==> src/ssf_pkg.sv <==
// Constants, register map and frame helpers shared by both ends of the serial status-flag link.
// Assumes a 32-bit APB register side and 8-bit data frames with one start and one stop bit.
package ssf_pkg;

	////////////////////////////////////////////////////////////////////////////////
	// Register map, byte addresses on APB
	localparam int         ADDR_W            = 12;
	localparam logic [11:0] OFS_STATUS_ONE    = 12'h000;
	localparam logic [11:0] OFS_DATA_REGISTER = 12'h004;
	localparam logic [11:0] OFS_CONTROL_TWO   = 12'h008;
	localparam logic [11:0] OFS_LINE_CONFIG   = 12'h00C;

	// Status flag positions
	localparam int FLG_TX_EMPTY = 7;
	localparam int FLG_TX_DONE  = 6;
	localparam int FLG_RX_FULL  = 5;
	localparam int FLG_IDLE     = 4;
	localparam int FLG_OVERRUN  = 3;
	localparam int FLG_NOISE    = 2;
	localparam int FLG_FRAMING  = 1;
	localparam int FLG_PARITY   = 0;

	// Control and line configuration positions
	localparam int CTL_TX_EMPTY_IE = 7;
	localparam int CTL_TX_DONE_IE  = 6;
	localparam int CTL_RX_FULL_IE  = 5;
	localparam int CTL_IDLE_IE     = 4;
	localparam int CTL_TX_ENABLE   = 3;
	localparam int CTL_SEND_BREAK  = 0;
	localparam int CFG_PARITY_ODD  = 0;
	localparam int CFG_PARITY_EN   = 1;
	localparam int CFG_QUIET_SEL   = 2;
	localparam int CFG_ERROR_IE    = 3;

	// Reset values
	localparam logic [7:0] STATUS_RESET  = 8'hC0;
	localparam logic [7:0] CONTROL_RESET = 8'h00;
	localparam logic [3:0] CONFIG_RESET  = 4'h0;

	////////////////////////////////////////////////////////////////////////////////
	// Timing: pclk cycles per sample, samples per bit
	localparam logic [7:0]  SAMPLE_DIV_DEFAULT = 8'h04;
	localparam logic [3:0]  PHASE_LAST         = 4'hF;
	localparam logic [15:0] START_SAMPLE_MASK  = 16'h0FA8;
	localparam logic [15:0] BIT_SAMPLE_MASK    = 16'h0700;
	localparam logic [2:0]  LAST_DATA_BIT      = 3'h7;
	localparam logic [3:0]  FRAME_BITS         = 4'hA;
	localparam logic [7:0]  IDLE_SAMPLES       = 8'hA0;

	typedef enum logic [1:0] {RX_HUNT, RX_START, RX_DATA, RX_STOP} ssf_rx_state_e;

	// Parity bit that makes the character even or odd
	function automatic logic ssf_parity(input logic [6:0] d, input logic odd);
		return (^d) ^ odd;
	endfunction : ssf_parity

	// Frame sent LSB first: start, eight data (MSB replaced by parity when enabled), stop
	function automatic logic [9:0] ssf_frame(input logic [7:0] d, input logic pen, input logic odd);
		logic msb;
		msb = pen ? ssf_parity(d[6:0], odd) : d[7];
		return {1'b1, msb, d[6:0], 1'b0};
	endfunction : ssf_frame

endpackage : ssf_pkg

==> src/ssf_link_if.sv <==
// Serial link between the device end and the remote node: one line each way.
// Both ends drive their line from a flip-flop; idle level is high.
`timescale 1ns/100ps
interface ssf_link_if;
	logic dev_txd;
	logic node_txd;

	modport dev  (output dev_txd, input node_txd);
	modport node (input dev_txd, output node_txd);
endinterface : ssf_link_if

==> src/ssf_dev.sv <==
// Device end: APB register slave, transmit buffer and shifter, receiver, and the status-one flags.
// Assumes APB on pclk; the link line from the remote node is asynchronous.
//
// What this block does
// Transmit-empty sets at reset and on buffer-to-shifter move
// Transmit-empty clears: status read, then data write
// Transmit-complete sets when buffer empty, shifter idle
// Complete clears: status read, then write, enable, break
// Receive-full sets when character reaches data register
// Receive-full clears: status read, then data read
// Idle sets after ten high bit times
// Select zero: idle counting starts after start bit
// Select one: idle counting starts after stop bit
// Idle clears: status read, then data read
// Idle rearms only after a new received character
// Overrun sets on unread data; new character dropped
// Overrun clears: status read, then data read
// Seven start samples, three per bit; disagreement flags noise
// Noise clears: status read, then data read
// Framing error when stop bit samples low
// Framing clears: status read, then data read
// Parity error when enabled and parity mismatches
// Parity clears: status read, then data read
// Status register read-only; writes ignored
// Each enabled set flag requests an interrupt
// Clear affects only flags seen by prior status read
`timescale 1ns/100ps
module ssf_dev
	import ssf_pkg::*;
#(
	parameter logic [7:0] SAMPLE_DIV = ssf_pkg::SAMPLE_DIV_DEFAULT
)
(
	// Clock and reset
	input  wire logic                     pclk,
	input  wire logic                     presetn,
	// APB slave
	input  wire logic [ssf_pkg::ADDR_W-1:0] paddr,
	input  wire logic                     psel,
	input  wire logic                     penable,
	input  wire logic                     pwrite,
	input  wire logic [31:0]              pwdata,
	output logic      [31:0]              prdata,
	output logic                          pready,
	output logic                          pslverr,
	// Serial link
	ssf_link_if.dev                       link,
	// Interrupt request
	output logic                          irq_request
);
	import ssf_pkg::*;

	logic [7:0] div_r;
	logic       sample_tick_r;
	logic [3:0] tx_phase_r;
	logic       bit_tick;
	logic [7:0] flags_r;
	logic [7:0] seen_r;
	logic [7:0] ctl_r;
	logic [3:0] cfg_r;
	logic [7:0] rx_data_r;
	logic [7:0] tx_buf_r;
	logic [8:0] tx_shift_r;
	logic [3:0] tx_left_r;
	logic       txd_r;
	logic       preamble_pend_r;
	logic       idle_ok_r;
	logic       access, done, mapped;
	logic       data_wr, data_rd, stat_rd, ctl_wr;
	logic       tc_trigger, tx_load, break_on;
	logic [7:0] set_v, clr_v, clr_mask;
	logic       rx_done, rx_noise, rx_framing, rx_parity, rx_quiet;
	logic [7:0] rx_data;

	////////////////////////////////////////////////////////////////////////////////
	// Bit timing: sample enable and free-running transmit bit enable
	always_ff @(posedge pclk or negedge presetn)
		if (!presetn)
		begin
			div_r         <= 8'h00;
			sample_tick_r <= 1'b0;
			tx_phase_r    <= 4'h0;
		end
		else
		begin
			sample_tick_r <= (div_r == SAMPLE_DIV - 8'h01);
			div_r         <= (div_r == SAMPLE_DIV - 8'h01) ? 8'h00 : div_r + 8'h01;
			if (sample_tick_r)
				tx_phase_r <= tx_phase_r + 4'h1;
		end

	assign bit_tick = sample_tick_r && (tx_phase_r == PHASE_LAST);

	////////////////////////////////////////////////////////////////////////////////
	// APB: one wait state, effects at the edge that samples pready high
	assign access  = psel && penable && !pready;
	assign done    = psel && penable && pready;
	assign mapped  = paddr == OFS_STATUS_ONE || paddr == OFS_DATA_REGISTER ||
	                 paddr == OFS_CONTROL_TWO || paddr == OFS_LINE_CONFIG;
	assign stat_rd = done && !pwrite && paddr == OFS_STATUS_ONE;
	assign data_wr = done && pwrite && paddr == OFS_DATA_REGISTER;
	assign data_rd = done && !pwrite && paddr == OFS_DATA_REGISTER;
	assign ctl_wr  = done && pwrite && paddr == OFS_CONTROL_TWO;

	always_ff @(posedge pclk or negedge presetn)
		if (!presetn)
		begin
			pready  <= 1'b0;
			pslverr <= 1'b0;
			prdata  <= 32'h0000_0000;
		end
		else
		begin
			pready  <= access;
			pslverr <= access && !mapped;
			if (access)
			begin
				prdata <= 32'h0000_0000;
				if (!pwrite)
					unique case (paddr)
						OFS_STATUS_ONE:    prdata[7:0] <= flags_r;
						OFS_DATA_REGISTER: prdata[7:0] <= rx_data_r;
						OFS_CONTROL_TWO:   prdata[7:0] <= ctl_r;
						OFS_LINE_CONFIG:   prdata[3:0] <= cfg_r;
						default:           prdata      <= 32'h0000_0000;
					endcase
			end
		end

	// Status writes fall through: no register takes them
	always_ff @(posedge pclk or negedge presetn)
		if (!presetn)
		begin
			ctl_r <= CONTROL_RESET;
			cfg_r <= CONFIG_RESET;
		end
		else if (done && pwrite)
		begin
			if (paddr == OFS_CONTROL_TWO)
				ctl_r <= pwdata[7:0];
			if (paddr == OFS_LINE_CONFIG)
				cfg_r <= pwdata[3:0];
		end

	////////////////////////////////////////////////////////////////////////////////
	// Transmitter: buffer, shifter, queued preamble and break
	assign tc_trigger = ctl_wr && ((pwdata[CTL_TX_ENABLE] && !ctl_r[CTL_TX_ENABLE]) ||
	                               pwdata[CTL_SEND_BREAK]);
	assign break_on   = ctl_r[CTL_SEND_BREAK] && ctl_r[CTL_TX_ENABLE];
	assign tx_load    = bit_tick && tx_left_r <= 4'h1 && ctl_r[CTL_TX_ENABLE] &&
	                    (preamble_pend_r || break_on || !flags_r[FLG_TX_EMPTY]);

	always_ff @(posedge pclk or negedge presetn)
		if (!presetn)
		begin
			tx_buf_r        <= 8'h00;
			tx_shift_r      <= 9'h1FF;
			tx_left_r       <= 4'h0;
			txd_r           <= 1'b1;
			preamble_pend_r <= 1'b0;
		end
		else
		begin
			if (data_wr)
				tx_buf_r <= pwdata[7:0];
			if (ctl_wr && pwdata[CTL_TX_ENABLE] && !ctl_r[CTL_TX_ENABLE])
				preamble_pend_r <= 1'b1;
			if (tx_load)
			begin
				// Preamble first, then break, then data
				if (preamble_pend_r)
				begin
					{tx_shift_r, txd_r} <= 10'h3FF;
					preamble_pend_r     <= 1'b0;
				end
				else if (break_on)
					{tx_shift_r, txd_r} <= 10'h000;
				else
					{tx_shift_r, txd_r} <= ssf_frame(tx_buf_r, cfg_r[CFG_PARITY_EN], cfg_r[CFG_PARITY_ODD]);
				tx_left_r <= FRAME_BITS;
			end
			else if (bit_tick && tx_left_r != 4'h0)
			begin
				txd_r      <= tx_shift_r[0];
				tx_shift_r <= {1'b1, tx_shift_r[8:1]};
				tx_left_r  <= tx_left_r - 4'h1;
				if (tx_left_r == 4'h1)
					txd_r <= 1'b1;
			end
		end

	assign link.dev_txd = txd_r;

	////////////////////////////////////////////////////////////////////////////////
	// Receiver
	ssf_rx u_rx (
		.pclk          (pclk),
		.presetn       (presetn),
		.sample_tick   (sample_tick_r),
		.line_in       (link.node_txd),
		.parity_enable (cfg_r[CFG_PARITY_EN]),
		.parity_odd    (cfg_r[CFG_PARITY_ODD]),
		.quiet_sel     (cfg_r[CFG_QUIET_SEL]),
		.char_done     (rx_done),
		.char_data     (rx_data),
		.char_noise    (rx_noise),
		.char_framing  (rx_framing),
		.char_parity   (rx_parity),
		.quiet_seen    (rx_quiet)
	);

	always_ff @(posedge pclk or negedge presetn)
		if (!presetn)
			rx_data_r <= 8'h00;
		else if (rx_done && !flags_r[FLG_RX_FULL])
			rx_data_r <= rx_data;

	////////////////////////////////////////////////////////////////////////////////
	// Status flags: set wins over clear in the same cycle
	always_comb
	begin
		set_v = 8'h00;
		set_v[FLG_TX_EMPTY] = tx_load && !preamble_pend_r && !break_on;
		// A data write or queued preamble or break this cycle means the transmitter is not idle
		set_v[FLG_TX_DONE]  = flags_r[FLG_TX_EMPTY] && tx_left_r == 4'h0 && !data_wr && !tc_trigger &&
		                      !preamble_pend_r && !break_on;
		set_v[FLG_OVERRUN]  = rx_done && flags_r[FLG_RX_FULL];
		if (rx_done && !flags_r[FLG_RX_FULL])
		begin
			set_v[FLG_RX_FULL] = 1'b1;
			set_v[FLG_NOISE]   = rx_noise;
			set_v[FLG_FRAMING] = rx_framing;
			set_v[FLG_PARITY]  = rx_parity;
		end
		set_v[FLG_IDLE] = rx_quiet && idle_ok_r;
		clr_mask = 8'h00;
		if (data_wr)
			clr_mask = clr_mask | 8'hC0;
		if (tc_trigger)
			clr_mask[FLG_TX_DONE] = 1'b1;
		if (data_rd)
			clr_mask = clr_mask | 8'h3F;
		clr_v = clr_mask & seen_r;
	end

	always_ff @(posedge pclk or negedge presetn)
		if (!presetn)
		begin
			flags_r   <= STATUS_RESET;
			seen_r    <= 8'h00;
			idle_ok_r <= 1'b1;
		end
		else
		begin
			flags_r <= (flags_r & ~clr_v) | set_v;
			if (stat_rd)
				seen_r <= prdata[7:0];
			else
				seen_r <= seen_r & ~clr_mask;
			if (set_v[FLG_RX_FULL])
				idle_ok_r <= 1'b1;
			else if (clr_v[FLG_IDLE])
				idle_ok_r <= 1'b0;
		end

	always_ff @(posedge pclk or negedge presetn)
		if (!presetn)
			irq_request <= 1'b0;
		else
			irq_request <= |(flags_r & {ctl_r[7:4], {4{cfg_r[CFG_ERROR_IE]}}});

endmodule : ssf_dev

==> src/ssf_rx.sv <==
// Oversampling frame receiver with noise, framing, parity and idle-line detection.
// Assumes a one-cycle sample_tick at sixteen times the bit rate; the line input is asynchronous.
`timescale 1ns/100ps
module ssf_rx
	import ssf_pkg::*;
(
	// Clock and reset
	input  wire logic       pclk,
	input  wire logic       presetn,
	// Sampling and line
	input  wire logic       sample_tick,
	input  wire logic       line_in,
	// Options
	input  wire logic       parity_enable,
	input  wire logic       parity_odd,
	input  wire logic       quiet_sel,
	// Results
	output logic            char_done,
	output logic [7:0]      char_data,
	output logic            char_noise,
	output logic            char_framing,
	output logic            char_parity,
	output logic            quiet_seen
);
	import ssf_pkg::*;

	logic          sync1_r;
	logic          line_r;
	logic          prev_r;
	ssf_rx_state_e state_r;
	logic [3:0]    phase_r;
	logic [2:0]    bit_idx_r;
	logic [2:0]    ones_r;
	logic [2:0]    taken_r;
	logic          noise_r;
	logic [7:0]    shift_r;
	logic [7:0]    quiet_cnt_r;
	logic          armed_r;
	logic          sample_now;
	logic          bit_val;
	logic          bit_noisy;
	logic          count_ok;

	always_ff @(posedge pclk or negedge presetn)
		if (!presetn)
		begin
			sync1_r <= 1'b1;
			line_r  <= 1'b1;
		end
		else
		begin
			sync1_r <= line_in;
			line_r  <= sync1_r;
		end

	always_comb
	begin
		unique case (state_r)
			RX_START: sample_now = sample_tick & START_SAMPLE_MASK[phase_r];
			RX_DATA,
			RX_STOP:  sample_now = sample_tick & BIT_SAMPLE_MASK[phase_r];
			RX_HUNT:  sample_now = 1'b0;
		endcase
	end

	assign bit_val   = {ones_r, 1'b0} > {1'b0, taken_r};
	assign bit_noisy = (ones_r != 3'h0) && (ones_r != taken_r);

	////////////////////////////////////////////////////////////////////////////////
	// Frame sequencer
	always_ff @(posedge pclk or negedge presetn)
		if (!presetn)
		begin
			state_r      <= RX_HUNT;
			prev_r       <= 1'b1;
			phase_r      <= 4'h0;
			bit_idx_r    <= 3'h0;
			ones_r       <= 3'h0;
			taken_r      <= 3'h0;
			noise_r      <= 1'b0;
			shift_r      <= 8'h00;
			char_done    <= 1'b0;
			char_data    <= 8'h00;
			char_noise   <= 1'b0;
			char_framing <= 1'b0;
			char_parity  <= 1'b0;
		end
		else
		begin
			char_done <= 1'b0;
			if (sample_tick)
				prev_r <= line_r;
			if (sample_now)
			begin
				ones_r  <= ones_r + {2'b00, line_r};
				taken_r <= taken_r + 3'h1;
			end
			if (state_r == RX_HUNT)
			begin
				if (sample_tick && prev_r && !line_r)
				begin
					state_r <= RX_START;
					phase_r <= 4'h0;
					ones_r  <= 3'h0;
					taken_r <= 3'h0;
				end
			end
			else if (sample_tick)
			begin
				phase_r <= phase_r + 4'h1;
				if (phase_r == PHASE_LAST)
				begin
					ones_r  <= 3'h0;
					taken_r <= 3'h0;
					unique case (state_r)
						RX_START:
							if (bit_val)
								state_r <= RX_HUNT;
							else
							begin
								noise_r   <= bit_noisy;
								bit_idx_r <= 3'h0;
								state_r   <= RX_DATA;
							end
						RX_DATA:
						begin
							shift_r   <= {bit_val, shift_r[7:1]};
							noise_r   <= noise_r | bit_noisy;
							bit_idx_r <= bit_idx_r + 3'h1;
							if (bit_idx_r == LAST_DATA_BIT)
								state_r <= RX_STOP;
						end
						default:
						begin
							char_done    <= 1'b1;
							char_data    <= shift_r;
							char_noise   <= noise_r | bit_noisy;
							char_framing <= !bit_val;
							char_parity  <= parity_enable &&
							                (shift_r[7] != ssf_parity(shift_r[6:0], parity_odd));
							state_r      <= RX_HUNT;
						end
					endcase
				end
			end
		end

	////////////////////////////////////////////////////////////////////////////////
	// Idle-line timer, counted in samples of high level
	assign count_ok = (state_r == RX_HUNT) ||
	                  (!quiet_sel && (state_r == RX_DATA || state_r == RX_STOP));

	always_ff @(posedge pclk or negedge presetn)
		if (!presetn)
		begin
			quiet_cnt_r <= 8'h00;
			armed_r     <= 1'b0;
			quiet_seen  <= 1'b0;
		end
		else
		begin
			quiet_seen <= 1'b0;
			if (state_r == RX_HUNT && sample_tick && prev_r && !line_r)
				armed_r <= 1'b1;
			if (sample_tick)
			begin
				if (!line_r || !count_ok)
					quiet_cnt_r <= 8'h00;
				else if (quiet_cnt_r != IDLE_SAMPLES)
					quiet_cnt_r <= quiet_cnt_r + 8'h01;
				if (line_r && count_ok && armed_r && quiet_cnt_r == IDLE_SAMPLES - 8'h01)
				begin
					quiet_seen <= 1'b1;
					armed_r    <= 1'b0;
				end
			end
		end

endmodule : ssf_rx

==> src/flat_wrapper.sv <==
// flat-port wrapper written by rule: the top's interface ports become plain ports
module ssf_dev_flat import ssf_pkg::*;
#(
	parameter logic [7:0] SAMPLE_DIV = ssf_pkg::SAMPLE_DIV_DEFAULT
)
  (pclk, presetn, paddr, psel, penable, pwrite, pwdata, prdata, pready, pslverr, irq_request, link_dev_txd, link_node_txd);
  ssf_link_if link_i ();
  input  wire logic pclk;
  input  wire logic presetn;
  input  wire logic [ssf_pkg::ADDR_W-1:0] paddr;
  input  wire logic psel;
  input  wire logic penable;
  input  wire logic pwrite;
  input  wire logic [31:0] pwdata;
  output logic      [31:0] prdata;
  output logic pready;
  output logic pslverr;
  output logic irq_request;
  output wire logic [$bits(link_i.dev_txd)-1:0] link_dev_txd;
  input wire logic [$bits(link_i.node_txd)-1:0] link_node_txd;
  assign link_dev_txd = link_i.dev_txd;
  assign link_i.node_txd = link_node_txd;
  ssf_dev #(.SAMPLE_DIV(SAMPLE_DIV)) u_core (.pclk(pclk), .presetn(presetn), .paddr(paddr), .psel(psel), .penable(penable), .pwrite(pwrite), .pwdata(pwdata), .prdata(prdata), .pready(pready), .pslverr(pslverr), .link(link_i), .irq_request(irq_request));
endmodule
==> config.mk <==
export PLATFORM = sky130hd
export DESIGN_NAME = ssf_dev_flat
export DESIGN_NICKNAME = d
export VERILOG_FILES = /design/src/ssf_pkg.sv /design/src/ssf_link_if.sv /design/src/ssf_dev.sv /design/src/ssf_rx.sv /design/src/flat_wrapper.sv
export SDC_FILE = /design/constraint.sdc
export NUM_CORES = 1
export LEC_CHECK = 0
export BUFFER_PORTS_ARGS = -buffer_cell sky130_fd_sc_hd__buf_2
export CAP_MARGIN = 20
export CORE_MARGIN = 2
export CORE_UTILIZATION = 58
export DETAILED_ROUTE_END_ITERATION = 7
export PLACE_DENSITY = 0.82
export SYNTH_ARGS = -nofsm -noshare
export SYNTH_HDL_FRONTEND = slang
export SYNTH_SLANG_ARGS = --single-unit
==> constraint.sdc <==
create_clock -name pclk -period 2.24 [get_ports pclk]
set_input_delay 0.112 -clock pclk [delete_from_list [all_inputs] [get_ports pclk]]
set_output_delay 0.112 -clock pclk [all_outputs]
set_load 0.02 [all_outputs]
After elaboration in Yosys (flattened, before gate mapping)
Memories as Yosys holds them, arrays and structs flattened.
Index checks and enable logic that the tools add are counted.
{ "word_totals": {"mem_bits_ro": 32, "out_inout_bits": 36, "input_bits": 50, "n_memories": 2, "word_cells": 233, "reg_bits": 157} }
{ "classes": {"muxes": 64, "eq_ne": 18, "n_reduce_logical": 88, "addsub": 8, "order_cmp": 3, "n_bitwise": 14} }
{ "mem_list": {"columns": ["name", "words", "word_bits", "read_ports", "rd_ports_with_merged_regs", "write_ports", "line", "source"], "rows": [
  ["(name not given)", 16, 1, 1, 0, 0, "ssf_rx.sv:61", "RX_STOP: sample_now = sample_tick & BIT_SAMPLE_MASK[phase_r];"],
  ["(name not given)", 16, 1, 1, 0, 0, "ssf_rx.sv:59", "RX_START: sample_now = sample_tick & START_SAMPLE_MASK[phase_r];"]
]} }
{ "op_table": {"columns": ["operator", "n"], "rows": [
  ["$mux W8", 6],
  ["$logic_and A1 B1 Y1", 41],
  ["$mux W3", 12],
  ["$mux W9", 4],
  ["$and A8 B8 Y8", 4],
  ["$eq A12 B4 Y1 const B", 2],
  ["$mux W1", 24],
  ["$mux W4", 5],
  ["$add A8 B1 Y8 const B", 2],
  ["$not A8 Y8", 2],
  ["$pmux W4 S4", 1],
  ["$logic_not A1 Y1", 14],
  ["$reduce_xor A7 Y1", 2],
  ["$eq A12 B3 Y1 const B", 1],
  ["$logic_not A12 Y1", 1],
  ["$mux W2", 6],
  ["$pmux W4 S3", 1],
  ["$reduce_and A4 Y1", 3],
  ["$reduce_bool A2 Y1", 6],
  ["$logic_or A1 B1 Y1", 9],
  ["$add A4 B1 Y4 const B", 2],
  ["$eq A4 B4 Y1 const B", 2],
  ["$eq A8 B2 Y1 const B", 1],
  ["$eq A8 B8 Y1 const B", 1],
  ["33 further kinds", 43]
]} }

Depth between registers and ports, before layout
Gate-level depths: netlist of the first run.
{ "logic_depth": {"ltp_word": 10, "mapped_depth": 9, "mapped_depth_nobuf": 7} }

Cells and area by module
A second synthesis of the first run with hierarchy kept.
{ "hier_totals": {"hier_cells": 587, "area_unflattened_um2": 6618.8} }
{ "by_module_without_submodules": {"columns": ["module", "cells_per_inst", "seq_area_each_um2", "n_inst", "area_each_um2"], "rows": [
  ["ssf_dev", 350, 2118.3, 1, 4082.7],
  ["ssf_rx", 237, 1229.9, 1, 2536.2]
]} }

Worst setup path after synthesis of the first run
No wires, ideal clock.
{ "synth_path": {"path_type": "register to register", "from": "register u_core.u_rx.state_r[0]", "to": "register (tool-made name)", "period_less_slack_ns": 1.828, "path_slack_ns": 0.412, "n_path_buf": 2, "t_arrival_ns": 1.687, "setup_time_ns": 0.141, "required_ns": 2.099, "stages_incl_launch_ff": 10, "path_cell_list": "dfrtp_1 -> inv_1 -> ha_1 -> clkbuf_1 -> nand2b_1 -> buf_2 -> nor2_1 -> o21ai_1 -> o21ai_0 -> a22oi_1"} }
{ "synth_rtl": {"columns": ["element", "line", "source"], "rows": [
  ["start, declared", "ssf_rx.sv:30", "ssf_rx_state_e state_r;"],
  ["start signal, assigned", "ssf_rx.sv:74", "state_r <= RX_HUNT;"],
  ["start signal, assigned", "ssf_rx.sv:102", "state_r <= RX_START;"],
  ["start signal, assigned", "ssf_rx.sv:118", "state_r <= RX_HUNT;"]
]} }

Worst setup path in the final report of the first run
{ "layout_path": {"from": "register u_core.u_rx.ones_r[1]", "to": "register u_core.u_rx.bit_idx_r[2]"} }
{ "layout_between": {"elab_chain_len": 3} }
{ "layout_rtl": {"columns": ["element", "line", "source"], "rows": [
  ["start, declared", "ssf_rx.sv:33", "logic [2:0] ones_r;"],
  ["start signal, assigned", "ssf_rx.sv:95", "ones_r <= ones_r + {2'b00, line_r};"],
  ["$gt A4 B3 Y1", "ssf_rx.sv:66", "assign bit_val = {ones_r, 1'b0} > {1'b0, taken_r};"],
  ["$ne A2 B2 Y1 (no line)", null, null],
  ["$reduce_and A5 Y1 (no line)", null, null],
  ["end signal, assigned", "ssf_rx.sv:129", "bit_idx_r <= bit_idx_r + 3'h1;"],
  ["end, declared", "ssf_rx.sv:32", "logic [2:0] bit_idx_r;"]
]} }
Every way passes these cells.
A chain may end at the register's enable or synchronous reset.

==> results of run 1 <==
[cells by family (layout without fill, tap and decap cells)]
| kind of cell | Yosys count | in the layout | share of synthesized area |
|---|---|---|---|
| AND/OR/NAND/NOR | 182 | 182 | 0.152 |
| flip-flops | 133 | 133 | 0.505 |
| AO/OA/AOI/OAI | 100 | 100 | 0.102 |
| buffers and inverters | 65 | 113 | 0.0519 |
| multiplexers | 56 | 56 | 0.101 |
| XOR/XNOR | 36 | 36 | 0.0496 |
| adder cells (fa/ha/maj) | 20 | 20 | 0.0378 |
| other | 1 | 24 | 0.000566 |
[per-stage QoR]
| step | area [um2] | instances | hold WS [ns] |
|---|---|---|---|
| 4_1_cts | 7670 | 807 | 0.0665 |
| 6_report | 7670 | 807 | 0.0798 |
| 3_3_place_gp | 6930 | 765 | 0.191 |
| 5_1_grt | 7670 | 807 | 0.0829 |
| 3_5_place_dp | 6930 | 765 | 0.207 |
| 2_1_floorplan | 6710 | 616 | -0.184 |
[worst min-delay path, stage by stage]
cell and delay [ns]:
buf_2 0.07, nor2_1 0.07, a31oi_1 0.18
[cell usage after synthesis, drive strengths merged (4+ instances only)]
library cell and n:
mux4 4, a31oi 11, buf 34, a21oi 15, nand3 19, nor2 31
and3 7, dfstp 16, nand2b 11, mux2 46, xor2 11, o211ai 5
xnor2 24, nor3 15, nor4 8, nand4 7, a211oi 4, mux2i 6
o21ai 27, nand3b 4, nor2b 15, nand2 49, dfrtp 117, ha 20
a21o 4, a22o 16, clkbuf 12, inv 19
[flip-flops by register name (all words and copies together) (netlist names), 2 cells and up, named ones only]
register and count:
u_core.u_rx.quiet_cnt_r 8, u_core.tx_shift_r 9, u_core.cfg_r 4, u_core.tx_phase_r 4, u_core.u_rx.char_data 8, u_core.tx_buf_r 8, u_core.u_rx.state_r 2, u_core.ctl_r 8
u_core.seen_r 8, u_core.flags_r 8, u_core.u_rx.shift_r 8, u_core.div_r 8, u_core.u_rx.phase_r 4, u_core.prdata 8, u_core.tx_left_r 4, u_core.u_rx.bit_idx_r 3
u_core.rx_data_r 8
[final cells by class]
| cell class | instances | area share |
|---|---|---|
| flip-flops and latches | 133 | 0.436 |
| repair buffers | 62 | 0.0538 |
| multi-input cells | 418 | 0.394 |
| clock buffers | 23 | 0.0636 |
| well taps | 143 | 0.0233 |
| clock inverters | 9 | 0.0192 |
| inverters | 19 | 0.00929 |
[power groups by stage]
stage                     logic [mW]  clock network [mW]  registers [mW]
after floorplan                0.372                   0            2.56
after global placement         0.474                   0            2.57
after detailed placement       0.501                   0            2.58
after CTS                      0.520                3.01            2.54
after global routing           0.583                3.11            2.56
final                          0.522                2.98            2.54
[worst max-delay path by stage]
stage,start,to,slack (ns),cells past startpoint
3_3_place_gp,u_core.u_rx.state_r[0],flip-flop,0.32,7
5_1_grt,u_core.div_r[0],u_core.div_r[2],0.06,4
4_1_cts,u_core.u_rx.state_r[0],flip-flop,0.23,7
6_report,u_core.u_rx.ones_r[1],u_core.u_rx.bit_idx_r[2],0.22,6
3_5_place_dp,u_core.u_rx.ones_r[1],u_core.u_rx.bit_idx_r[2],0.25,6
2_1_floorplan,u_core.u_rx.state_r[0],flip-flop,0.41,9
[per-layer routing]
layer	track usage	wire length, um	vias to the layer above	part of all wire
met5	0	0	-	0
met4	0.0917	229	0	0.017
met3	0.0612	688	22	0.050
met2	0.396	6910	152	0.50
met1	0.300	5870	2342	0.43
li1	-	-	2179	-
[what timing repair did]
item                       CTS  global route
setup endpoints to repair    0             1
buffers inserted             0             0
hold buffers                10             0
hold endpoints to repair    69             0
resized for setup            0             1
==> metrics.md, run 1 <==
| Metric | Value |
|---|---|
| Sequential cell area | `3350 um2` |
| Syn Std Cell Area | `roughly 6600 um2` |
| Clock Latency Late Sink | `0.42 ns` |
| Pre-CTS setup slack | `0.248 ns` |
| Final ANT Viol Nets | `0` |
| Most frequent cells in the layout | `dfrtp_1 (117), nand2_1 (49), mux2_2 (46)` |
| Max-slew headroom | `0.522` |
| Die area | `12300 um2` |
| Vias in the first global route | `4715` |
| Mapped Cells | `593` |
| Initial antenna violation count | `0` |
| Via density | `5.82` |
| Pleak | `3.63 nW` |
| Avg WL per Cell | `17.0 um` |
| Fin. max-slew vios | `0` |
| GRT Util Overall | `0.238` |
| Htree depth | `4` |
| Switching power | `1.40 mW` |
| Die width | `111 um` |
| Setup CP Type | `flip-flop to flip-flop` |
| Crit path DAT | `2.32 ns` |
| Worst Hold Depth | `3` |
| Worst-Margin Slew | `0.717 ns` |
| Pwr Density | `788 nW/um2` |
| Clock group share of total power | `0.493` |
| Hold Crit Class | `input pin to flip-flop` |
| Initial DRT Pass Iterations | `4` |
| Core ar. | `11300 um2` |
| Slowest cell on the critical path | `dfrtp_1` |
| Leading cell type in the layout, fill and taps excluded | `dfrtp_1` |
| DRT iter0 DRCs | `approximately 350` |
| Clock transition at path regs | `0.05 ns` |
| Flop pwr share | `0.421` |
| CTS tree | `yes` |
| HP Start | `paddr[6]` |
| Initial core utilization | `0.588` |
| Setup_tns | `0 ns` |
| Unrepaired setup endpoints after global routing | `false` |
| Mapped Avg Cell Area | `roughly 11 um2` |
| Largest net degree at the start of global routing | `57` |
| R2R setup slack | `0.22 ns` |
| Tcrit/Tclk final | `0.900` |
| Sequential-to-total area share from yosys stat | `0.505` |
| Final core utilization | `0.681` |
| Cell Chain, Critical Path | `ha_1, a21o_1, a21oi_1, o21a_1, o21ai_0, a32o_1` |
| Crit-path max cell delay | `0.47 ns` |
| Yosys warns | `0` |
| Post-DP HPWL | `9400 um` |
| Status | `complete, no violations` |
| Crit path max fanout | `9` |
| Power Total | `between 6 and 7 mW` |
| Die Ht | `111 um` |
| Critical path buffer and inverter count | `0` |
| CP endpoint kind | `flip-flop` |
| DRC viols | `0` |
| Fillers | `797` |
| Total CTS buffers | `17` |
| Hold violation count in the final report | `0` |
| First-pass GRT wire length | `23200 um` |
| Worst ir drop on vdd | `0.000709 V` |
| Final worst setup slack | `0.225 ns` |
| Placer congestion estimate | `approximately 0.86` |
| Net Sw Frac | `0.232` |
| Multi-input gate area | `3030 um2` |
| Post-synth EDFFs | `0` |
| Prevailing post-synth register cell | `dfrtp_1` |
| Yosys reg bits | `133` |
| CTS Sinks | `133` |
| Synth area leader | `dfrtp_1` |
| I/O Pins | `between 80 and 90` |
| Startpoint types | `flip-flop` |
| # rows | `39` |
| Port bufs | `37` |
| Routed vias | `4695` |
| Critical Path RT | `between 2 and 3 ns` |
| Int Power | `~4.6 mW` |
| Area share of the largest cell type after synthesis | `0.442` |
| Worst R2R End | `u_core.u_rx.bit_idx_r[2]` |
| Fmax | `496 MHz` |
| Async SR Flop Fraction | `1.00` |
| Clock Path Buffers | `2` |
| Min Tclk post-route | `2.02 ns` |
| Combinational share of power | `0.086` |
| Total grt overflow | `0` |
| Yosys cell types | `63` |
| Antenna diode count | `0` |
| Max_cap viols | `0` |
| RR Startpoint | `u_core.u_rx.ones_r[1]` |
| Area delta synth->final | `15.8%` |
| Area contributors post-synth | `dfrtp_1 (44%), mux2_2 (7.8%), dfstp_2 (6.3%)` |
| Hold Path End | `u_core.pslverr` |
| Layout cell share with drive strength beyond 1 | `0.244` |
| Final #Nets | `721` |
| Worst R2R Path Depth | `6` |
| Delay-heaviest family, CP | `compound AO/OA/AOI/OAI gates` |
| Setup Skew | `0.00492 ns` |
| Root Driver | `clkbuf_16` |
| Final setup violation count | `0` |
| Drt total wl | `~14000 um` |
No activity file was read; power rests on OpenSTA's default activity.
==> run 2, diff against run 1 <==
Settings changed: CORE_UTILIZATION 58 to 60, CTS_BUF_LIST set to sky130_fd_sc_hd__clkbuf_8, PLACE_DENSITY 0.82 to 0.84, SKIP_CTS_REPAIR_TIMING set to 1.
==> run 2 against run 1 <==
  * Register-to-register slack lost 0.16 ns
  * Count of clock-buffer cells in the layout shrank 5
  * Cell area shrank 2.1%
  * Worst hold slack lost 0.060 ns
  * Non-clock buffer count grew 1
  * Critical path depth grew 1
  * Largest cell class unchanged
  * Largest power group is now sequential cells
  * Highest routed layer unchanged
==> metrics.md, run 2 (synthesis results as in run 1) <==
| Metric | Value |
|---|---|
| Fmax | `460 MHz (was 496 MHz)` |
| Vias in the first global route | `4662 (was 4715)` |
| First-pass GRT wire length | `22400 um (was 23200 um)` |
| Area delta synth->final | `13.3% (was 15.8%)` |
| Placed cells | `763 (was 765)` |
| Pleak | `3.56 nW (was 3.63 nW)` |
| Cell Chain, Critical Path | `inv_1, ha_1, or2_2, nor3b_2, o21ai_1, o21ai_0, a21oi_1 (was ha_1, a21o_1, a21oi_1, o21a_1, o21ai_0, a32o_1)` |
| Placer congestion estimate | `0.845 (was 0.862)` |
| CP endpoint kind | `flip-flop (unchanged)` |
| CTS Sinks | `133 (unchanged)` |
| I/O Pins | `86 (unchanged)` |
| CTS tree | `yes (unchanged)` |
| Root Driver | `clkbuf_8 (was clkbuf_16)` |
| Pwr Density | `714 nW/um2 (was 788 nW/um2)` |
| Worst-Margin Slew | `0.585 ns (was 0.717 ns)` |
| Via density | `5.80 (was 5.82)` |
| Leading cell type in the layout, fill and taps excluded | `dfrtp_1 (unchanged)` |
| Avg WL per Cell | `17.0 um (about the same)` |
| Largest Register | `u_core.tx_shift_r (unchanged)` |
| Largest net degree at the start of global routing | `45 (was 57)` |
| Antenna diode count | `0 (unchanged)` |
| Critical path buffer and inverter count | `1 (was 0)` |
| Core ar. | `10800 um2 (was 11300 um2)` |
| Clock Latency Late Sink | `0.45 ns (was 0.42 ns)` |
| Final setup violation count | `0 (unchanged)` |
| Critical Path RT | `2.57 ns (was 2.55 ns)` |
| Tcrit/Tclk final | `0.970 (was 0.900)` |
| Post-DP HPWL | `9580 um (was 9400 um)` |
| Total CTS buffers | `17 (unchanged)` |
| Initial antenna violation count | `0 (unchanged)` |
| Unrepaired setup endpoints after global routing | `false (unchanged)` |
| Final #Nets | `722 (was 721)` |
| Most frequent cells in the layout | `dfrtp_1 (117), nand2_1 (49), mux2_2 (46) (unchanged)` |
| Hold violation count in the final report | `0 (unchanged)` |
| Slowest cell on the critical path | `dfrtp_1 (unchanged)` |
| Max_cap viols | `0 (unchanged)` |
| Min Tclk post-route | `2.17 ns (was 2.02 ns)` |
| Startpoint types | `flip-flop (unchanged)` |
| GRT Util Overall | `0.248 (was 0.238)` |
| Initial DRT Pass Iterations | `5 (was 4)` |
| Setup Skew | `0.0107 ns (was 0.00492 ns)` |
| # rows | `38 (was 39)` |
| Max-slew headroom | `0.606 (was 0.522)` |
| Initial core utilization | `0.614 (was 0.588)` |
| Setup CP Type | `flip-flop to flip-flop (unchanged)` |
| Htree depth | `4 (unchanged)` |
| Final Non-Filler Cells | `805 (was 807)` |
| Clock Path Buffers | `2 (unchanged)` |
| DRT iter0 DRCs | `390 (was 349)` |
| Die area | `11900 um2 (was 12300 um2)` |
| Clock transition at path regs | `0.08 ns (was 0.05 ns)` |
| Fin. max-slew vios | `0 (unchanged)` |
| Die width | `109 um (was 111 um)` |
| Total grt overflow | `0 (unchanged)` |
| Crit-path max cell delay | `0.48 ns (was 0.47 ns)` |
| Drt total wl | `13700 um (about the same)` |
| Routed vias | `4672 (was 4695)` |
| Port bufs | `37 (unchanged)` |
| Hold Crit Class | `input pin to flip-flop (unchanged)` |
| Setup_tns | `0 ns (unchanged)` |
| Layout cell share with drive strength beyond 1 | `0.247 (was 0.244)` |
| Crit path DAT | `2.50 ns (was 2.32 ns)` |
| Crit path max fanout | `6 (was 9)` |
| Max reg flops | `9 (unchanged)` |
| Final ANT Viol Nets | `0 (unchanged)` |
| Worst ir drop on vdd | `0.000493 V (was 0.000709 V)` |
| DRC viols | `0 (unchanged)` |
| Delay-heaviest family, CP | `compound AO/OA/AOI/OAI gates (unchanged)` |
| Status | `complete, no violations (unchanged)` |
| Die Ht | `109 um (was 111 um)` |
-- run 2: cell count changes in the layout (fill, tap and decap cells not counted), sizes merged --
| cell | before | now |
|---|---|---|
| inv | 19 | 20 |
| clkinvlp | 1 | 3 |
| clkinv | 4 | 5 |
| buf | 52 | 53 |
| clkbuf | 23 | 18 |
| bufinv | 4 | 5 |
-- run 2: cell type report --
type                            count  area, um2
Inverter                           19       71.3
Clock inverter                     14        209
Timing Repair Buffer               63        433
Tap cell                          140        175
Fill cell                         752       3280
Sequential cell                   133       3350
Multi-Input combinational cell    418       3030
Clock buffer                       18        248
-- run 2: per-stage QoR --
| stage | total power, mW | instance area (um2) | hold slack [ns] | setup slack, ns | util |
|---|---|---|---|---|---|
| after detailed placement | 3.10 | 6950 | 0.151 | 0.162 | 0.644 |
| after CTS | 5.36 | 7410 | -0.336 | 0.118 | 0.686 |
| final | 5.36 | 7510 | 0.0193 | 0.0670 | 0.696 |
| after global placement | 3.05 | 6950 | 0.150 | 0.321 | 0.644 |
| after global routing | 5.57 | 7510 | 0.0686 | 0.0334 | 0.696 |
| after floorplan | 2.93 | 6710 | -0.184 | 0.412 | - |
-- run 2: where the power goes --
group / switching [mW] / internal (mW) / leakage (nW)
sequential: 0.0851 / 2.46 / 1.77
combinational: 0.331 / 0.211 / 1.56
clock: 0.930 / 1.35 / 0.226
total: 1.35 / 4.01 / 3.56
-- run 2: layer usage --
metal / global-route usage / share of wire
met5: 0 / 0
met4: 0.0934 / 0.018
met3: 0.0634 / 0.048
met2: 0.426 / 0.51
met1: 0.301 / 0.42
-- run 2: worst reg2reg max path: stages (launching register included) --
cell and delay (ns):
dfrtp_1 0.48, inv_1 0.11, ha_1 0.24, or2_2 0.32, nor3b_2 0.27, o21ai_1 0.21
o21ai_0 0.30, a21oi_1 0.12
-- run 2: worst paths after layout --
kind,start,end,slack [ns],depth (start not counted)
worst max-delay path,u_core.u_rx.state_r[0],flip-flop,0.07,7
worst max register to register,u_core.u_rx.state_r[0],flip-flop,0.07,7
worst min-delay path,paddr[6],u_core.pslverr,0.02,3
min in group asynchronous,presetn,u_core.u_rx.shift_r[5],0.20,2
max in group asynchronous,presetn,u_core.flags_r[7],1.33,3
worst min register to register,u_core.u_rx.sync1_r,u_core.u_rx.line_r,0.36,0
==> run 3, diff against run 2 <==
Settings changed: CORE_UTILIZATION 60 to 57, PLACE_DENSITY 0.84 to 0.81, SLEW_MARGIN set to 20.
==> run 3 against run 2 <==
  * The run now ends with hold timing left
  * Sequential cell count stayed put
  * Highest routed layer unchanged
  * Global-route usage shrank 3.2 points
  * Register-to-register slack better by 0.10 ns
==> metrics.md, run 3 (synthesis results as in run 1) <==
| Metric | Value |
|---|---|
| CP endpoint kind | `flip-flop (unchanged)` |
| Clock transition at path regs | `0.08 ns (about the same)` |
| Vias in the first global route | `4418 (was 4662)` |
| Layout cell share with drive strength beyond 1 | `0.246 (was 0.247)` |
| Hold Crit Class | `input pin to flip-flop (unchanged)` |
| Htree depth | `4 (unchanged)` |
| Setup_tns | `0 ns (unchanged)` |
| Hold violation count in the final report | `1 (was 0)` |
| Clock Path Buffers | `2 (unchanged)` |
| Setup CP Type | `flip-flop to flip-flop (unchanged)` |
| Failing checks | `hold timing` |
| Final setup violation count | `0 (unchanged)` |
| First-pass GRT wire length | `21200 um (was 22400 um)` |
| Die Ht | `112 um (was 109 um)` |
| Antenna diode count | `0 (unchanged)` |
| CTS Sinks | `133 (unchanged)` |
| Largest Register | `u_core.tx_shift_r (unchanged)` |
| Unrepaired setup endpoints after global routing | `false (unchanged)` |
| Drt total wl | `12900 um (was 13700 um)` |
| Status | `complete, but fails checks (was complete, no violations)` |
| Cell Chain, Critical Path | `inv_1, ha_1, nand2b_1, nor2_2, o21a_1, o21ai_0, a32o_1 (was inv_1, ha_1, or2_2, nor3b_2, o21ai_1, o21ai_0, a21oi_1)` |
| Core ar. | `11400 um2 (was 10800 um2)` |
| I/O Pins | `86 (unchanged)` |
| Via density | `5.67 (was 5.80)` |
| Total grt overflow | `0 (unchanged)` |
| Crit path DAT | `2.43 ns (was 2.50 ns)` |
| Initial DRT Pass Iterations | `5 (unchanged)` |
| Setup Skew | `0.0111 ns (was 0.0107 ns)` |
| Metal-1 WL | `5820 um (was 5790 um)` |
| DRC viols | `0 (unchanged)` |
| Avg WL per Cell | `16.0 um (was 17.0 um)` |
| Initial antenna violation count | `0 (unchanged)` |
| Final #Nets | `720 (was 722)` |
| Slowest cell on the critical path | `dfrtp_1 (unchanged)` |
| Total CTS buffers | `17 (unchanged)` |
| Leading cell type in the layout, fill and taps excluded | `dfrtp_1 (unchanged)` |
| Max reg flops | `9 (unchanged)` |
| Placer congestion estimate | `0.866 (was 0.845)` |
| Worst ir drop on vdd | `0.000470 V (was 0.000493 V)` |
| Crit-path max cell delay | `0.44 ns (was 0.48 ns)` |
| Post-DP HPWL | `9200 um (was 9580 um)` |
| Worst-Margin Slew | `0.619 ns (was 0.585 ns)` |
| Power Total | `4.88 mW (was 5.36 mW)` |
| Clock Latency Late Sink | `0.47 ns (was 0.45 ns)` |
| Max_cap viols | `0 (unchanged)` |
| Critical Path RT | `2.60 ns (was 2.57 ns)` |
| Pwr Density | `660 nW/um2 (was 714 nW/um2)` |
| Fmax | `482 MHz (was 460 MHz)` |
| Fin. max-slew vios | `0 (unchanged)` |
| Startpoint types | `flip-flop (unchanged)` |
| Most frequent cells in the layout | `dfrtp_1 (117), nand2_1 (49), mux2_2 (46) (unchanged)` |
| DR WL met2 | `6230 um (was 7010 um)` |
| Tcrit/Tclk final | `0.925 (was 0.970)` |
| Die width | `112 um (was 109 um)` |
| Met3 WL | `624 um (was 659 um)` |
| DRT iter0 DRCs | `327 (was 390)` |
| Pleak | `3.49 nW (was 3.56 nW)` |
| Die area | `12500 um2 (was 11900 um2)` |
| Initial core utilization | `0.583 (was 0.614)` |
| Final ANT Viol Nets | `0 (unchanged)` |
| CTS tree | `yes (unchanged)` |
| Critical path buffer and inverter count | `1 (unchanged)` |
| Routed vias | `4573 (was 4672)` |
| # rows | `39 (was 38)` |
| Largest net degree at the start of global routing | `47 (was 45)` |
| Max-slew headroom | `0.583 (was 0.606)` |
| Final hold slack | `-0.0116 ns (was 0.0193 ns)` |
| Root Driver | `clkbuf_8 (unchanged)` |
| Crit path max fanout | `11 (was 6)` |
| DR top layer | `met4 (unchanged)` |
| Port bufs | `37 (unchanged)` |
| Min Tclk post-route | `2.07 ns (was 2.17 ns)` |
| Area delta synth->final | `11.6% (was 13.3%)` |
| GRT Util Overall | `0.216 (was 0.248)` |
| Delay-heaviest family, CP | `compound AO/OA/AOI/OAI gates (unchanged)` |
-- run 3: path summary, 6_finish.rpt --
kind	start	end	slack [ns]	cells after the start
max	u_core.u_rx.state_r[0]	u_core.u_rx.bit_idx_r[2]	0.17	7
min	paddr[6]	u_core.pslverr	-0.01	3
max reg2reg	u_core.u_rx.state_r[0]	u_core.u_rx.bit_idx_r[2]	0.17	7
min reg2reg	u_core.u_rx.sync1_r	u_core.u_rx.line_r	0.36	0
max in group asynchronous	presetn	u_core.flags_r[7]	1.32	3
min in group asynchronous	presetn	u_core.u_rx.char_data[6]	0.18	2
-- run 3: layout make-up --
class	instances	area, um2
Fill cell	835	3980
Tap cell	143	179
Timing Repair Buffer	61	405
Clock inverter	14	114
Clock buffer	18	248
Sequential cell	133	3350
Inverter	19	71.3
Multi-Input combinational cell	418	3030
-- run 3: through the flow --
step,setup WS (ns),hold WS (ns),instance area [um2],std cells,util
finish,0.167,-0.0116,7390,806,0.650
global route,0.0109,0.0368,7390,806,0.650
CTS,0.141,-0.364,7290,796,0.641
detailed placement,0.158,0.146,6930,764,0.609
global placement,0.286,0.141,6930,764,0.609
floorplan,0.412,-0.184,6710,616,-
-- run 3: report_power, final --
group | switching [mW] | internal, mW
sequential | 0.0824 | 2.46
combinational | 0.308 | 0.205
clock | 0.941 | 0.889
total | 1.33 | 3.55
-- run 3: metal layers --
layer	vias to the layer above	global-route usage
met3	27	0.0637
met4	0	0.0963
met2	131	0.339
li1	2178	-
met5	-	0
met1	2237	0.281
-- run 3: tightest hold or removal path: cells and delay by family --
kind                   cells  cell delay [ns]
buffers and inverters      1             0.07
AND/OR/NAND/NOR            1             0.07
AO/OA/AOI/OAI              1             0.15
